--- config.mk ---
export PLATFORM = sky130hd
export DESIGN_NAME = sucr_regs
export DESIGN_NICKNAME = d
export VERILOG_FILES = /design/src/include/sucr_pkg.sv /design/src/verilog/sucr_regs.sv
export SDC_FILE = /design/constraint.sdc
export NUM_CORES = 1
export LEC_CHECK = 0
export ABC_AREA = 1
export BUFFER_PORTS_ARGS = -buffer_cell sky130_fd_sc_hd__buf_2
export CAP_MARGIN = 25
export CORE_ASPECT_RATIO = 0.7
export CORE_MARGIN = 2
export CORE_UTILIZATION = 59
export CTS_BUF_LIST = sky130_fd_sc_hd__clkbuf_4 sky130_fd_sc_hd__clkbuf_8
export CTS_CLUSTER_SIZE = 30
export DETAILED_ROUTE_END_ITERATION = 16
export GPL_TIMING_DRIVEN = 0
export PLACE_DENSITY = 0.82
export SLEW_MARGIN = 20
export SYNTH_ARGS = -nofsm -noshare
export SYNTH_HDL_FRONTEND = slang
export SYNTH_SLANG_ARGS = --single-unit
export TNS_END_PERCENT = 20
--- constraint.sdc ---
create_clock -name clk_sys -period 2.41 [get_ports clk_sys]
set_input_delay 0.1205 -clock clk_sys [delete_from_list [all_inputs] [get_ports clk_sys]]
set_output_delay 0.1205 -clock clk_sys [all_outputs]
set_load 0.01 [all_outputs]
--- src/include/sucr_pkg.sv ---
// Purpose: constants and types for the upper configuration register bank
// Assumes: 8-bit register access port, byte addresses 0x68..0x7e
// Notes: all offsets, reset values and single-bit field positions live here, except pad drive bits 3 and 7
package sucr_pkg;

	// ----------------------------------------
	// register offsets
	// ----------------------------------------
	localparam logic [7:0] SUCR_AUX_PAD_TRIM = 8'h68;
	localparam logic [7:0] SUCR_NV_PROG_CONFIG = 8'h6a;
	localparam logic [7:0] SUCR_SERIAL_PORT = 8'h6b;
	localparam logic [7:0] SUCR_PAD_DRIVE = 8'h6c;
	localparam logic [7:0] SUCR_ACC_SELFTEST = 8'h6d;
	localparam logic [7:0] SUCR_GYR_SELFTEST = 8'h6e;
	localparam logic [7:0] SUCR_NV_BACKED = 8'h70;
	localparam logic [7:0] SUCR_ACC_X_OFF = 8'h71;
	localparam logic [7:0] SUCR_ACC_Y_OFF = 8'h72;
	localparam logic [7:0] SUCR_ACC_Z_OFF = 8'h73;
	localparam logic [7:0] SUCR_GYR_X_OFF = 8'h74;
	localparam logic [7:0] SUCR_GYR_Y_OFF = 8'h75;
	localparam logic [7:0] SUCR_GYR_Z_OFF = 8'h76;
	localparam logic [7:0] SUCR_GYR_OFF_HI = 8'h77;
	localparam logic [7:0] SUCR_POWER_CONF = 8'h7c;
	localparam logic [7:0] SUCR_POWER_CTRL = 8'h7d;
	localparam logic [7:0] SUCR_COMMAND = 8'h7e;

	// ----------------------------------------
	// reset values and writable masks
	// ----------------------------------------
	localparam logic [7:0] SUCR_RST_AUX_PAD_TRIM = 8'h01;
	localparam logic [7:0] SUCR_RST_PAD_DRIVE = 8'hff;
	localparam logic [7:0] SUCR_RST_POWER_CONF = 8'h03;
	localparam logic [7:0] SUCR_RST_ZERO = 8'h00;
	localparam logic [7:0] SUCR_MSK_AUX_PAD_TRIM = 8'h03;
	localparam logic [7:0] SUCR_MSK_NV_PROG_CONFIG = 8'h02;
	localparam logic [7:0] SUCR_MSK_SERIAL_PORT = 8'h33;
	localparam logic [7:0] SUCR_MSK_ACC_SELFTEST = 8'h0d;
	localparam logic [7:0] SUCR_MSK_NV_BACKED = 8'h0f;
	localparam logic [7:0] SUCR_MSK_POWER_CONF = 8'h07;
	localparam logic [7:0] SUCR_MSK_POWER_CTRL = 8'h0f;

	// ----------------------------------------
	// command codes
	// ----------------------------------------
	localparam logic [7:0] SUCR_CMD_NV_PROG = 8'ha0;
	localparam logic [7:0] SUCR_CMD_FIFO_FLUSH = 8'hb0;
	localparam logic [7:0] SUCR_CMD_SOFT_RESET = 8'hb6;

	// ----------------------------------------
	// field positions
	// ----------------------------------------
	localparam int SUCR_BIT_NV_PROG_EN = 1;
	localparam int SUCR_BIT_PRI_3W = 0;
	localparam int SUCR_BIT_STAB_3W = 1;
	localparam int SUCR_BIT_STAB_EN = 4;
	localparam int SUCR_BIT_AUX_EN = 5;
	localparam int SUCR_BIT_SPI_EN = 0;
	localparam int SUCR_BIT_WDT_SEL = 1;
	localparam int SUCR_BIT_WDT_EN = 2;
	localparam int SUCR_BIT_ACC_OFF_EN = 3;
	localparam int SUCR_BIT_GYR_OFF_EN = 6;
	localparam int SUCR_BIT_GYR_GAIN_EN = 7;
	localparam int SUCR_BIT_ADV_PS = 0;
	localparam int SUCR_BIT_FIFO_WAKE = 1;
	localparam int SUCR_BIT_FAST_UP = 2;
	localparam int SUCR_BIT_ST_EN = 0;
	localparam int SUCR_BIT_ST_SIGN = 2;
	localparam int SUCR_BIT_ST_AMP = 3;

	// ----------------------------------------
	// watchdog timing
	// ----------------------------------------
	localparam int SUCR_CLK_HZ = 25000000;
	localparam int SUCR_WDT_SHORT_US = 1250;
	localparam int SUCR_WDT_LONG_US = 40000;
	localparam int SUCR_WDT_SHORT_CYC = SUCR_WDT_SHORT_US * (SUCR_CLK_HZ / 1000000);
	localparam int SUCR_WDT_LONG_CYC = SUCR_WDT_LONG_US * (SUCR_CLK_HZ / 1000000);
	localparam int SUCR_WDT_W = 20;

	// ----------------------------------------
	// carriers
	// ----------------------------------------
	typedef struct packed {
		logic wr;
		logic rd;
		logic [7:0] addr;
		logic [7:0] wdata;
	} sucr_req_t;

	typedef struct packed {
		logic done;
		logic x_ok;
		logic y_ok;
		logic z_ok;
	} sucr_gyr_st_t;

	typedef struct packed {
		logic [1:0] aux_pullup_sel;
		logic [2:0] pad_strength_group_one;
		logic pad_i2c_strength_bit_one;
		logic [2:0] pad_strength_group_two;
		logic pad_i2c_strength_bit_two;
		logic primary_three_wire_select;
		logic stabilizer_three_wire_select;
		logic aux_port_on;
		logic stabilizer_port_on;
		logic i2c_disabled;
		logic [2:0] acc_st_ctrl;
		logic adv_power_save;
		logic fifo_read_in_lowpower;
		logic fast_power_up;
		logic [3:0] sensor_enables;
		logic acc_off_en;
		logic gyr_off_en;
		logic gyr_gain_en;
		logic [23:0] acc_offsets;
		logic [29:0] gyr_offsets;
	} sucr_cfg_t;

endpackage

--- src/verilog/sucr_regs.sv ---
// Purpose: upper configuration register bank with command decoding
// Assumes: register port already decoded from the serial interface
// Notes: one register cycle per access, read data one cycle later
`timescale 1ns/10ps

// What this block does
// - command register always reads zero
// - code b0 pulses fifo flush
// - code b6 restores all defaults
// - code a0 starts nonvolatile program
// - bit0 selects primary three-wire spi
// - bit1 selects stabilizer three-wire spi
// - aux port wins over stabilizer port
// - spi_en in autoconfig disables i2c
// - watchdog 1.25 ms or 40 ms
// - watchdog runs on data pin in i2c
// - accel offset enable drives offset adding
// - gyro offsets ten bits, split high field
// - gyro offset enable drives offset adding
// - bit7 enables gyro gain compensation
// - power save bit, resets 0x03
// - fifo wake bit permits lowpower reads
// - fast power up bit, reset clear
// - power control enables four sources
// - self-test enable, sign, amplitude bits
// - gyro self-test status read-only
// - two-bit pull-up select, resets one
// - drive strength register resets all ones
module sucr_regs (
	input wire logic clk_sys,
	input wire logic rstn,
	input wire sucr_pkg::sucr_req_t req,
	input wire sucr_pkg::sucr_gyr_st_t gyr_st,
	input wire logic autoconfig_mode,
	input wire logic i2c_mode,
	input wire logic sda_activity,
	output logic [7:0] rdata,
	output sucr_pkg::sucr_cfg_t cfg,
	output logic fifo_flush,
	output logic nv_prog_start,
	output logic soft_reset_pulse,
	output logic wdt_timeout
);

	// ----------------------------------------
	// storage
	// ----------------------------------------
	logic [7:0] aux_pad_trim;
	logic [7:0] nonvolatile_program_config;
	logic [7:0] serial_port_settings;
	logic [7:0] pad_drive_strength;
	logic [7:0] accel_selftest_control;
	logic [7:0] nonvolatile_backed_config;
	logic [7:0] accel_x_offset;
	logic [7:0] accel_y_offset;
	logic [7:0] accel_z_offset;
	logic [7:0] gyro_x_offset_low;
	logic [7:0] gyro_y_offset_low;
	logic [7:0] gyro_z_offset_low;
	logic [7:0] gyro_offset_high_and_enables;
	logic [7:0] power_configuration;
	logic [7:0] power_control;
	logic [7:0] next_rdata;
	logic wr_cmd;
	logic soft_rst;
	logic [sucr_pkg::SUCR_WDT_W-1:0] wdt_count;
	logic [sucr_pkg::SUCR_WDT_W-1:0] wdt_limit;
	logic wdt_active;

	assign wr_cmd = req.wr && (req.addr == sucr_pkg::SUCR_COMMAND);
	assign soft_rst = wr_cmd && (req.wdata == sucr_pkg::SUCR_CMD_SOFT_RESET);

	// ----------------------------------------
	// register writes
	// ----------------------------------------
	always_ff @(posedge clk_sys or negedge rstn) begin
		if (!rstn) begin
			aux_pad_trim <= sucr_pkg::SUCR_RST_AUX_PAD_TRIM;
			nonvolatile_program_config <= sucr_pkg::SUCR_RST_ZERO;
			serial_port_settings <= sucr_pkg::SUCR_RST_ZERO;
			pad_drive_strength <= sucr_pkg::SUCR_RST_PAD_DRIVE;
			accel_selftest_control <= sucr_pkg::SUCR_RST_ZERO;
			nonvolatile_backed_config <= sucr_pkg::SUCR_RST_ZERO;
			accel_x_offset <= sucr_pkg::SUCR_RST_ZERO;
			accel_y_offset <= sucr_pkg::SUCR_RST_ZERO;
			accel_z_offset <= sucr_pkg::SUCR_RST_ZERO;
			gyro_x_offset_low <= sucr_pkg::SUCR_RST_ZERO;
			gyro_y_offset_low <= sucr_pkg::SUCR_RST_ZERO;
			gyro_z_offset_low <= sucr_pkg::SUCR_RST_ZERO;
			gyro_offset_high_and_enables <= sucr_pkg::SUCR_RST_ZERO;
			power_configuration <= sucr_pkg::SUCR_RST_POWER_CONF;
			power_control <= sucr_pkg::SUCR_RST_ZERO;
		end else if (soft_rst) begin
			aux_pad_trim <= sucr_pkg::SUCR_RST_AUX_PAD_TRIM;
			nonvolatile_program_config <= sucr_pkg::SUCR_RST_ZERO;
			serial_port_settings <= sucr_pkg::SUCR_RST_ZERO;
			pad_drive_strength <= sucr_pkg::SUCR_RST_PAD_DRIVE;
			accel_selftest_control <= sucr_pkg::SUCR_RST_ZERO;
			nonvolatile_backed_config <= sucr_pkg::SUCR_RST_ZERO;
			accel_x_offset <= sucr_pkg::SUCR_RST_ZERO;
			accel_y_offset <= sucr_pkg::SUCR_RST_ZERO;
			accel_z_offset <= sucr_pkg::SUCR_RST_ZERO;
			gyro_x_offset_low <= sucr_pkg::SUCR_RST_ZERO;
			gyro_y_offset_low <= sucr_pkg::SUCR_RST_ZERO;
			gyro_z_offset_low <= sucr_pkg::SUCR_RST_ZERO;
			gyro_offset_high_and_enables <= sucr_pkg::SUCR_RST_ZERO;
			power_configuration <= sucr_pkg::SUCR_RST_POWER_CONF;
			power_control <= sucr_pkg::SUCR_RST_ZERO;
		end else if (req.wr) begin
			unique case (req.addr)
				sucr_pkg::SUCR_AUX_PAD_TRIM: aux_pad_trim <= req.wdata & sucr_pkg::SUCR_MSK_AUX_PAD_TRIM;
				sucr_pkg::SUCR_NV_PROG_CONFIG: nonvolatile_program_config <= req.wdata & sucr_pkg::SUCR_MSK_NV_PROG_CONFIG;
				sucr_pkg::SUCR_SERIAL_PORT: serial_port_settings <= req.wdata & sucr_pkg::SUCR_MSK_SERIAL_PORT;
				sucr_pkg::SUCR_PAD_DRIVE: pad_drive_strength <= req.wdata;
				sucr_pkg::SUCR_ACC_SELFTEST: accel_selftest_control <= req.wdata & sucr_pkg::SUCR_MSK_ACC_SELFTEST;
				sucr_pkg::SUCR_NV_BACKED: nonvolatile_backed_config <= req.wdata & sucr_pkg::SUCR_MSK_NV_BACKED;
				sucr_pkg::SUCR_ACC_X_OFF: accel_x_offset <= req.wdata;
				sucr_pkg::SUCR_ACC_Y_OFF: accel_y_offset <= req.wdata;
				sucr_pkg::SUCR_ACC_Z_OFF: accel_z_offset <= req.wdata;
				sucr_pkg::SUCR_GYR_X_OFF: gyro_x_offset_low <= req.wdata;
				sucr_pkg::SUCR_GYR_Y_OFF: gyro_y_offset_low <= req.wdata;
				sucr_pkg::SUCR_GYR_Z_OFF: gyro_z_offset_low <= req.wdata;
				sucr_pkg::SUCR_GYR_OFF_HI: gyro_offset_high_and_enables <= req.wdata;
				sucr_pkg::SUCR_POWER_CONF: power_configuration <= req.wdata & sucr_pkg::SUCR_MSK_POWER_CONF;
				sucr_pkg::SUCR_POWER_CTRL: power_control <= req.wdata & sucr_pkg::SUCR_MSK_POWER_CTRL;
				default: begin
				end
			endcase
		end
	end

	// ----------------------------------------
	// read path
	// ----------------------------------------
	always_comb begin
		unique case (req.addr)
			sucr_pkg::SUCR_AUX_PAD_TRIM: next_rdata = aux_pad_trim;
			sucr_pkg::SUCR_NV_PROG_CONFIG: next_rdata = nonvolatile_program_config;
			sucr_pkg::SUCR_SERIAL_PORT: next_rdata = serial_port_settings;
			sucr_pkg::SUCR_PAD_DRIVE: next_rdata = pad_drive_strength;
			sucr_pkg::SUCR_ACC_SELFTEST: next_rdata = accel_selftest_control;
			sucr_pkg::SUCR_GYR_SELFTEST: next_rdata = {4'h0, gyr_st.z_ok, gyr_st.y_ok, gyr_st.x_ok, gyr_st.done};
			sucr_pkg::SUCR_NV_BACKED: next_rdata = nonvolatile_backed_config;
			sucr_pkg::SUCR_ACC_X_OFF: next_rdata = accel_x_offset;
			sucr_pkg::SUCR_ACC_Y_OFF: next_rdata = accel_y_offset;
			sucr_pkg::SUCR_ACC_Z_OFF: next_rdata = accel_z_offset;
			sucr_pkg::SUCR_GYR_X_OFF: next_rdata = gyro_x_offset_low;
			sucr_pkg::SUCR_GYR_Y_OFF: next_rdata = gyro_y_offset_low;
			sucr_pkg::SUCR_GYR_Z_OFF: next_rdata = gyro_z_offset_low;
			sucr_pkg::SUCR_GYR_OFF_HI: next_rdata = gyro_offset_high_and_enables;
			sucr_pkg::SUCR_POWER_CONF: next_rdata = power_configuration;
			sucr_pkg::SUCR_POWER_CTRL: next_rdata = power_control;
			sucr_pkg::SUCR_COMMAND: next_rdata = 8'h00;
			default: next_rdata = 8'h00;
		endcase
	end

	always_ff @(posedge clk_sys or negedge rstn) begin
		if (!rstn) begin
			rdata <= 8'h00;
		end else if (req.rd) begin
			rdata <= next_rdata;
		end
	end

	// ----------------------------------------
	// command pulses
	// ----------------------------------------
	always_ff @(posedge clk_sys or negedge rstn) begin
		if (!rstn) begin
			fifo_flush <= 1'b0;
			nv_prog_start <= 1'b0;
			soft_reset_pulse <= 1'b0;
		end else begin
			fifo_flush <= wr_cmd && (req.wdata == sucr_pkg::SUCR_CMD_FIFO_FLUSH);
			nv_prog_start <= wr_cmd && (req.wdata == sucr_pkg::SUCR_CMD_NV_PROG)
				&& nonvolatile_program_config[sucr_pkg::SUCR_BIT_NV_PROG_EN];
			soft_reset_pulse <= soft_rst;
		end
	end

	// ----------------------------------------
	// configuration outputs
	// ----------------------------------------
	always_ff @(posedge clk_sys or negedge rstn) begin
		if (!rstn) begin
			cfg <= '0;
		end else begin
			cfg.aux_pullup_sel <= aux_pad_trim[1:0];
			cfg.pad_strength_group_one <= pad_drive_strength[2:0];
			cfg.pad_i2c_strength_bit_one <= pad_drive_strength[3];
			cfg.pad_strength_group_two <= pad_drive_strength[6:4];
			cfg.pad_i2c_strength_bit_two <= pad_drive_strength[7];
			cfg.primary_three_wire_select <= serial_port_settings[sucr_pkg::SUCR_BIT_PRI_3W];
			cfg.stabilizer_three_wire_select <= serial_port_settings[sucr_pkg::SUCR_BIT_STAB_3W]
				&& serial_port_settings[sucr_pkg::SUCR_BIT_STAB_EN];
			cfg.aux_port_on <= serial_port_settings[sucr_pkg::SUCR_BIT_AUX_EN];
			cfg.stabilizer_port_on <= serial_port_settings[sucr_pkg::SUCR_BIT_STAB_EN]
				&& !serial_port_settings[sucr_pkg::SUCR_BIT_AUX_EN];
			cfg.i2c_disabled <= autoconfig_mode && nonvolatile_backed_config[sucr_pkg::SUCR_BIT_SPI_EN];
			cfg.acc_st_ctrl <= {accel_selftest_control[sucr_pkg::SUCR_BIT_ST_AMP],
				accel_selftest_control[sucr_pkg::SUCR_BIT_ST_SIGN],
				accel_selftest_control[sucr_pkg::SUCR_BIT_ST_EN]};
			cfg.adv_power_save <= power_configuration[sucr_pkg::SUCR_BIT_ADV_PS];
			cfg.fifo_read_in_lowpower <= power_configuration[sucr_pkg::SUCR_BIT_FIFO_WAKE];
			cfg.fast_power_up <= power_configuration[sucr_pkg::SUCR_BIT_FAST_UP];
			cfg.sensor_enables <= power_control[3:0];
			cfg.acc_off_en <= nonvolatile_backed_config[sucr_pkg::SUCR_BIT_ACC_OFF_EN];
			cfg.gyr_off_en <= gyro_offset_high_and_enables[sucr_pkg::SUCR_BIT_GYR_OFF_EN];
			cfg.gyr_gain_en <= gyro_offset_high_and_enables[sucr_pkg::SUCR_BIT_GYR_GAIN_EN];
			cfg.acc_offsets <= {accel_z_offset, accel_y_offset, accel_x_offset};
			cfg.gyr_offsets <= {gyro_offset_high_and_enables[5:4], gyro_z_offset_low,
				gyro_offset_high_and_enables[3:2], gyro_y_offset_low,
				gyro_offset_high_and_enables[1:0], gyro_x_offset_low};
		end
	end

	// ----------------------------------------
	// i2c watchdog on the data pin
	// ----------------------------------------
	assign wdt_active = nonvolatile_backed_config[sucr_pkg::SUCR_BIT_WDT_EN] && i2c_mode;
	assign wdt_limit = nonvolatile_backed_config[sucr_pkg::SUCR_BIT_WDT_SEL]
		? sucr_pkg::SUCR_WDT_W'(sucr_pkg::SUCR_WDT_LONG_CYC)
		: sucr_pkg::SUCR_WDT_W'(sucr_pkg::SUCR_WDT_SHORT_CYC);

	always_ff @(posedge clk_sys or negedge rstn) begin
		if (!rstn) begin
			wdt_count <= '0;
			wdt_timeout <= 1'b0;
		end else if (!wdt_active || !sda_activity) begin
			wdt_count <= '0;
			wdt_timeout <= 1'b0;
		end else if (wdt_count >= wdt_limit - 1'b1) begin
			wdt_count <= '0;
			wdt_timeout <= 1'b1;
		end else begin
			wdt_count <= wdt_count + 1'b1;
			wdt_timeout <= 1'b0;
		end
	end
endmodule // sucr_regs

==> flow_summary.yaml <==
logic_synthesis:
  synth.cell_area_um2: 8160
  syn-mean-instance-area_um2: 9.49
  seq_area_frac_synth_pct: 61.2
  synth_seq_cells: 199
  synth_largest_area_cell: "dfrtp_1"
  synth-async-reset-ratio_pct: 100
  synth_nets: 899
  synth_cells: 860
  ys_types: 35
  yosysWarnings: 0
  yosysTopAreaCellShare_pct: 57.6
  synth_edf_count: 0
  ys_top_cells_by_area: "dfrtp_1, nand2_1, nand3_1"
  synthFlopType: "dfrtp_1"
place:
  place.gp.congestion: 0.958
  port_buffers: 119
  dpl.hpwl_um: 15100
  placed_cells: 1166
  pre_cts_slack_ps: 194
hold_path:
  hold_path.startpoint: "req[1]"
  min-delay-path-class: "primary input to register"
  whs_endpoint: "pad_drive_strength[1]$_DFFE_PN1P_"
  holdPathStages: 3
routing:
  wl_per_cell_um: 18.0
  post-route-drc-count: 0
  finalWirelength_um: 21700
  drt_pass1_iterations: 8
  ant_nets: 0
  vias: 7046
  viasPerCell: 5.83
  drtIter0Drc: 925
grt:
  antenna_found_initial: 0
  track_usage_pct: 30.9
  grt_overflow: 0
  first_global_vias: 6426
  grt_pass1_wl_um: 34000
  grt_max_degree: 88
sta:
  setup_viol: 0
  fmax_mhz: 445
  slew_headroom_pct: 52.3
  setup_tns_ps: 0
  finalClockSkew_ps: 12.7
  rsz0062_at_grt: "yes"
  fin_hold_ws_ps: 45.8
  period_needed_ps: 2250
  drv_slew: 0
  fin_ws_ps: 163
  hold_viol_final: 0
  final.period_utilization_pct: 93.2
  worst_pin_slew_ps: 716
clock_tree:
  cts_made_buffers: 17
  clk_path_buf_depth: 2
  clk_latency_ps: 470
  clock-sinks: 199
  path_clk_slew_ps: 100
  cts_tree: "built"
  clock-root-buffer: "clkbuf_8"
  h-tree-depth: 4
setup_path:
  worst_setup_path_start_kind: "register"
  worst-r2r-setup-slack_ps: 160
  worst-path-max-fanout: 10
  worstReg2RegEnd: "wdt_count[15]$_DFF_PN0_"
  worstRegToRegCells: 8
  arrival_ps: 2590
  reg2reg_from: "nonvolatile_backed_config[1]$_DFFE_PN0P_"
  critPathKind: "register to register"
  cp-end-kind: "register"
  cp.required_ps: 2750
power_and_ir_drop:
  vdd_ir_drop_max_v: 0.000512
  p_leak_nw: 5.11
  powerDensity_nw_per_um2: 638
die:
  floorplan.rows: 35
  die-area_um2: 14800
  die_w_um: 145
  fp.dieH_um: 102
  core_um2: 13300
  initial_core_util_pct: 61.3
  ios: 121
finish:
  layout-drive-gt1-share_pct: 21.3
  num-nets-final: 1050
  fillers: 1031
  register_area_um2: 4990
  fin_cells: 1209
  areaGrowthSynthToFinish_pct: 17.2
  multiInputGateArea_um2: 2800
  n_antenna_cell: 0
job:
  cap_viol_max_count: 0
status:
  status: "complete, no violations"
[synthesized netlist by cell type, types with 4 or more instances]
cell type  instances
o21ai_0           19
o21ai_1           80
buf_6              5
inv_1             46
inv_2              5
nor3_1            12
nand2_1          214
nor2_2             5
nand3_1          117
o21ai_4            5
dfstp_2           11
ha_1              12
clkbuf_1           5
buf_2             12
nand4_1           11
nor2_1            66
buf_4              4
dfrtp_1          188
nand2_2            8
a21oi_1           14
[what timing repair did]
item	4_1_cts	5_1_grt
endpoints found under the setup margin	0	16
endpoints found under the hold margin	118	0
setup buffers	0	0
hold buffers	11	0
resized for setup	0	2
[worst max-delay path, cell delays in order (launching register included)]
cell      delay [ps]
dfrtp_1          460
inv_1            230
ha_1             380
nand4_1          140
nor2_1           150
nand3_1           90
nand3_1          160
clkbuf_1         410
nor2_1           100
[how the worst max path moves through the flow]
stage	slack [ps]	end	from	cells after the start
after floorplan	680	wdt_count[13]$_DFF_PN0_	nonvolatile_backed_config[1]$_DFFE_PN0P_	8
after CTS	200	wdt_count[14]$_DFF_PN0_	nonvolatile_backed_config[1]$_DFFE_PN0P_	8
after global placement	-1860	wdt_count[8]$_DFF_PN0_	rstn	1
final	160	wdt_count[15]$_DFF_PN0_	nonvolatile_backed_config[1]$_DFFE_PN0P_	8
after detailed placement	190	wdt_count[17]$_DFF_PN0_	nonvolatile_backed_config[1]$_DFFE_PN0P_	8
after global routing	-40	wdt_count[19]$_DFF_PN0_	nonvolatile_backed_config[1]$_DFFE_PN0P_	8
[cell type report]
| cell class | instances | share of cell area (%) |
|---|---|---|
| Sequential cell | 199 | 52.2 |
| Tap cell | 185 | 2.42 |
| Buffer | 27 | 1.78 |
| Clock inverter | 10 | 1.22 |
| Clock buffer | 22 | 2.97 |
| Timing Repair Buffer | 132 | 8.06 |
| Multi-Input combinational cell | 582 | 29.2 |
| Inverter | 52 | 2.12 |
[cell usage in the layout, fill, tap and decap left out, types with 2 or more instances in the layout]
master and n:
inv_8 2, clkbuf_1 4, nand4_1 11, nor3_1 12, buf_2 130, a21o_1 2, clkinv_4 4, nand3_1 117
buf_6 5, nor2_2 5, o21ai_1 80, or2_2 2, nand2_2 8, inv_2 5, nand2_1 214, nand3b_1 2
clkbuf_4 3, dlygate4sd3_1 11, a21oi_1 14, nor2_1 66, buf_4 4, o21ai_0 19, dfstp_2 11, nor2_4 2
nor4_1 2, dfrtp_1 188, clkinvlp_4 2, buf_16 2, inv_1 46, ha_1 12, o211ai_1 2, o21ai_4 5
clkbuf_8 19
[through the flow]
step	total power [mW]	area [um2]	util, %
detailed placement	4.03	9050	68.0
global route	6.31	9570	71.9
finish	6.10	9570	71.9
global placement	4.01	8990	67.5
floorplan	3.78	8160	-
CTS	6.11	9560	71.8
[report_power, final]
| group | internal, mW | leakage [nW] | total [mW] | switching (mW) |
|---|---|---|---|---|
| Combinational | 0.137 | 2.21 | 0.423 | 0.286 |
| Clock | 0.933 | 0.199 | 2.12 | 1.18 |
| Sequential | 3.47 | 2.71 | 3.57 | 0.0908 |
[sequential cells by signal, indices dropped and copies added (netlist names), 2 cells and up]
register	count
aux_pad_trim	2
accel_x_offset	8
gyro_z_offset_low	8
pad_drive_strength	8
rdata	8
power_control	4
nonvolatile_backed_config	4
accel_y_offset	8
serial_port_settings	4
power_configuration	3
accel_z_offset	8
cfg	82
gyro_offset_high_and_enables	8
gyro_y_offset_low	8
gyro_x_offset_low	8
wdt_count	20
accel_selftest_control	3
[layer usage]
metal  share of wire, %  global-route usage, %  up-vias  routed length (um)
li1                   -                      -     3167                   -
met1                 43                   46.5     3337                9310
met2                 44                   44.8      480                9470
met3                 11                   6.89       62                2400
met4                2.6                   10.8        0                 556
met5                  0                      0        -                   0
[cell families after synthesis]
logic type,share of synthesized area (%)
flops,61.2
compound gates,8.69
simple gates,23.7
buf+inv,4.55
fa+ha+maj,1.84
Note: power is estimated with default switching activity, not from simulation.
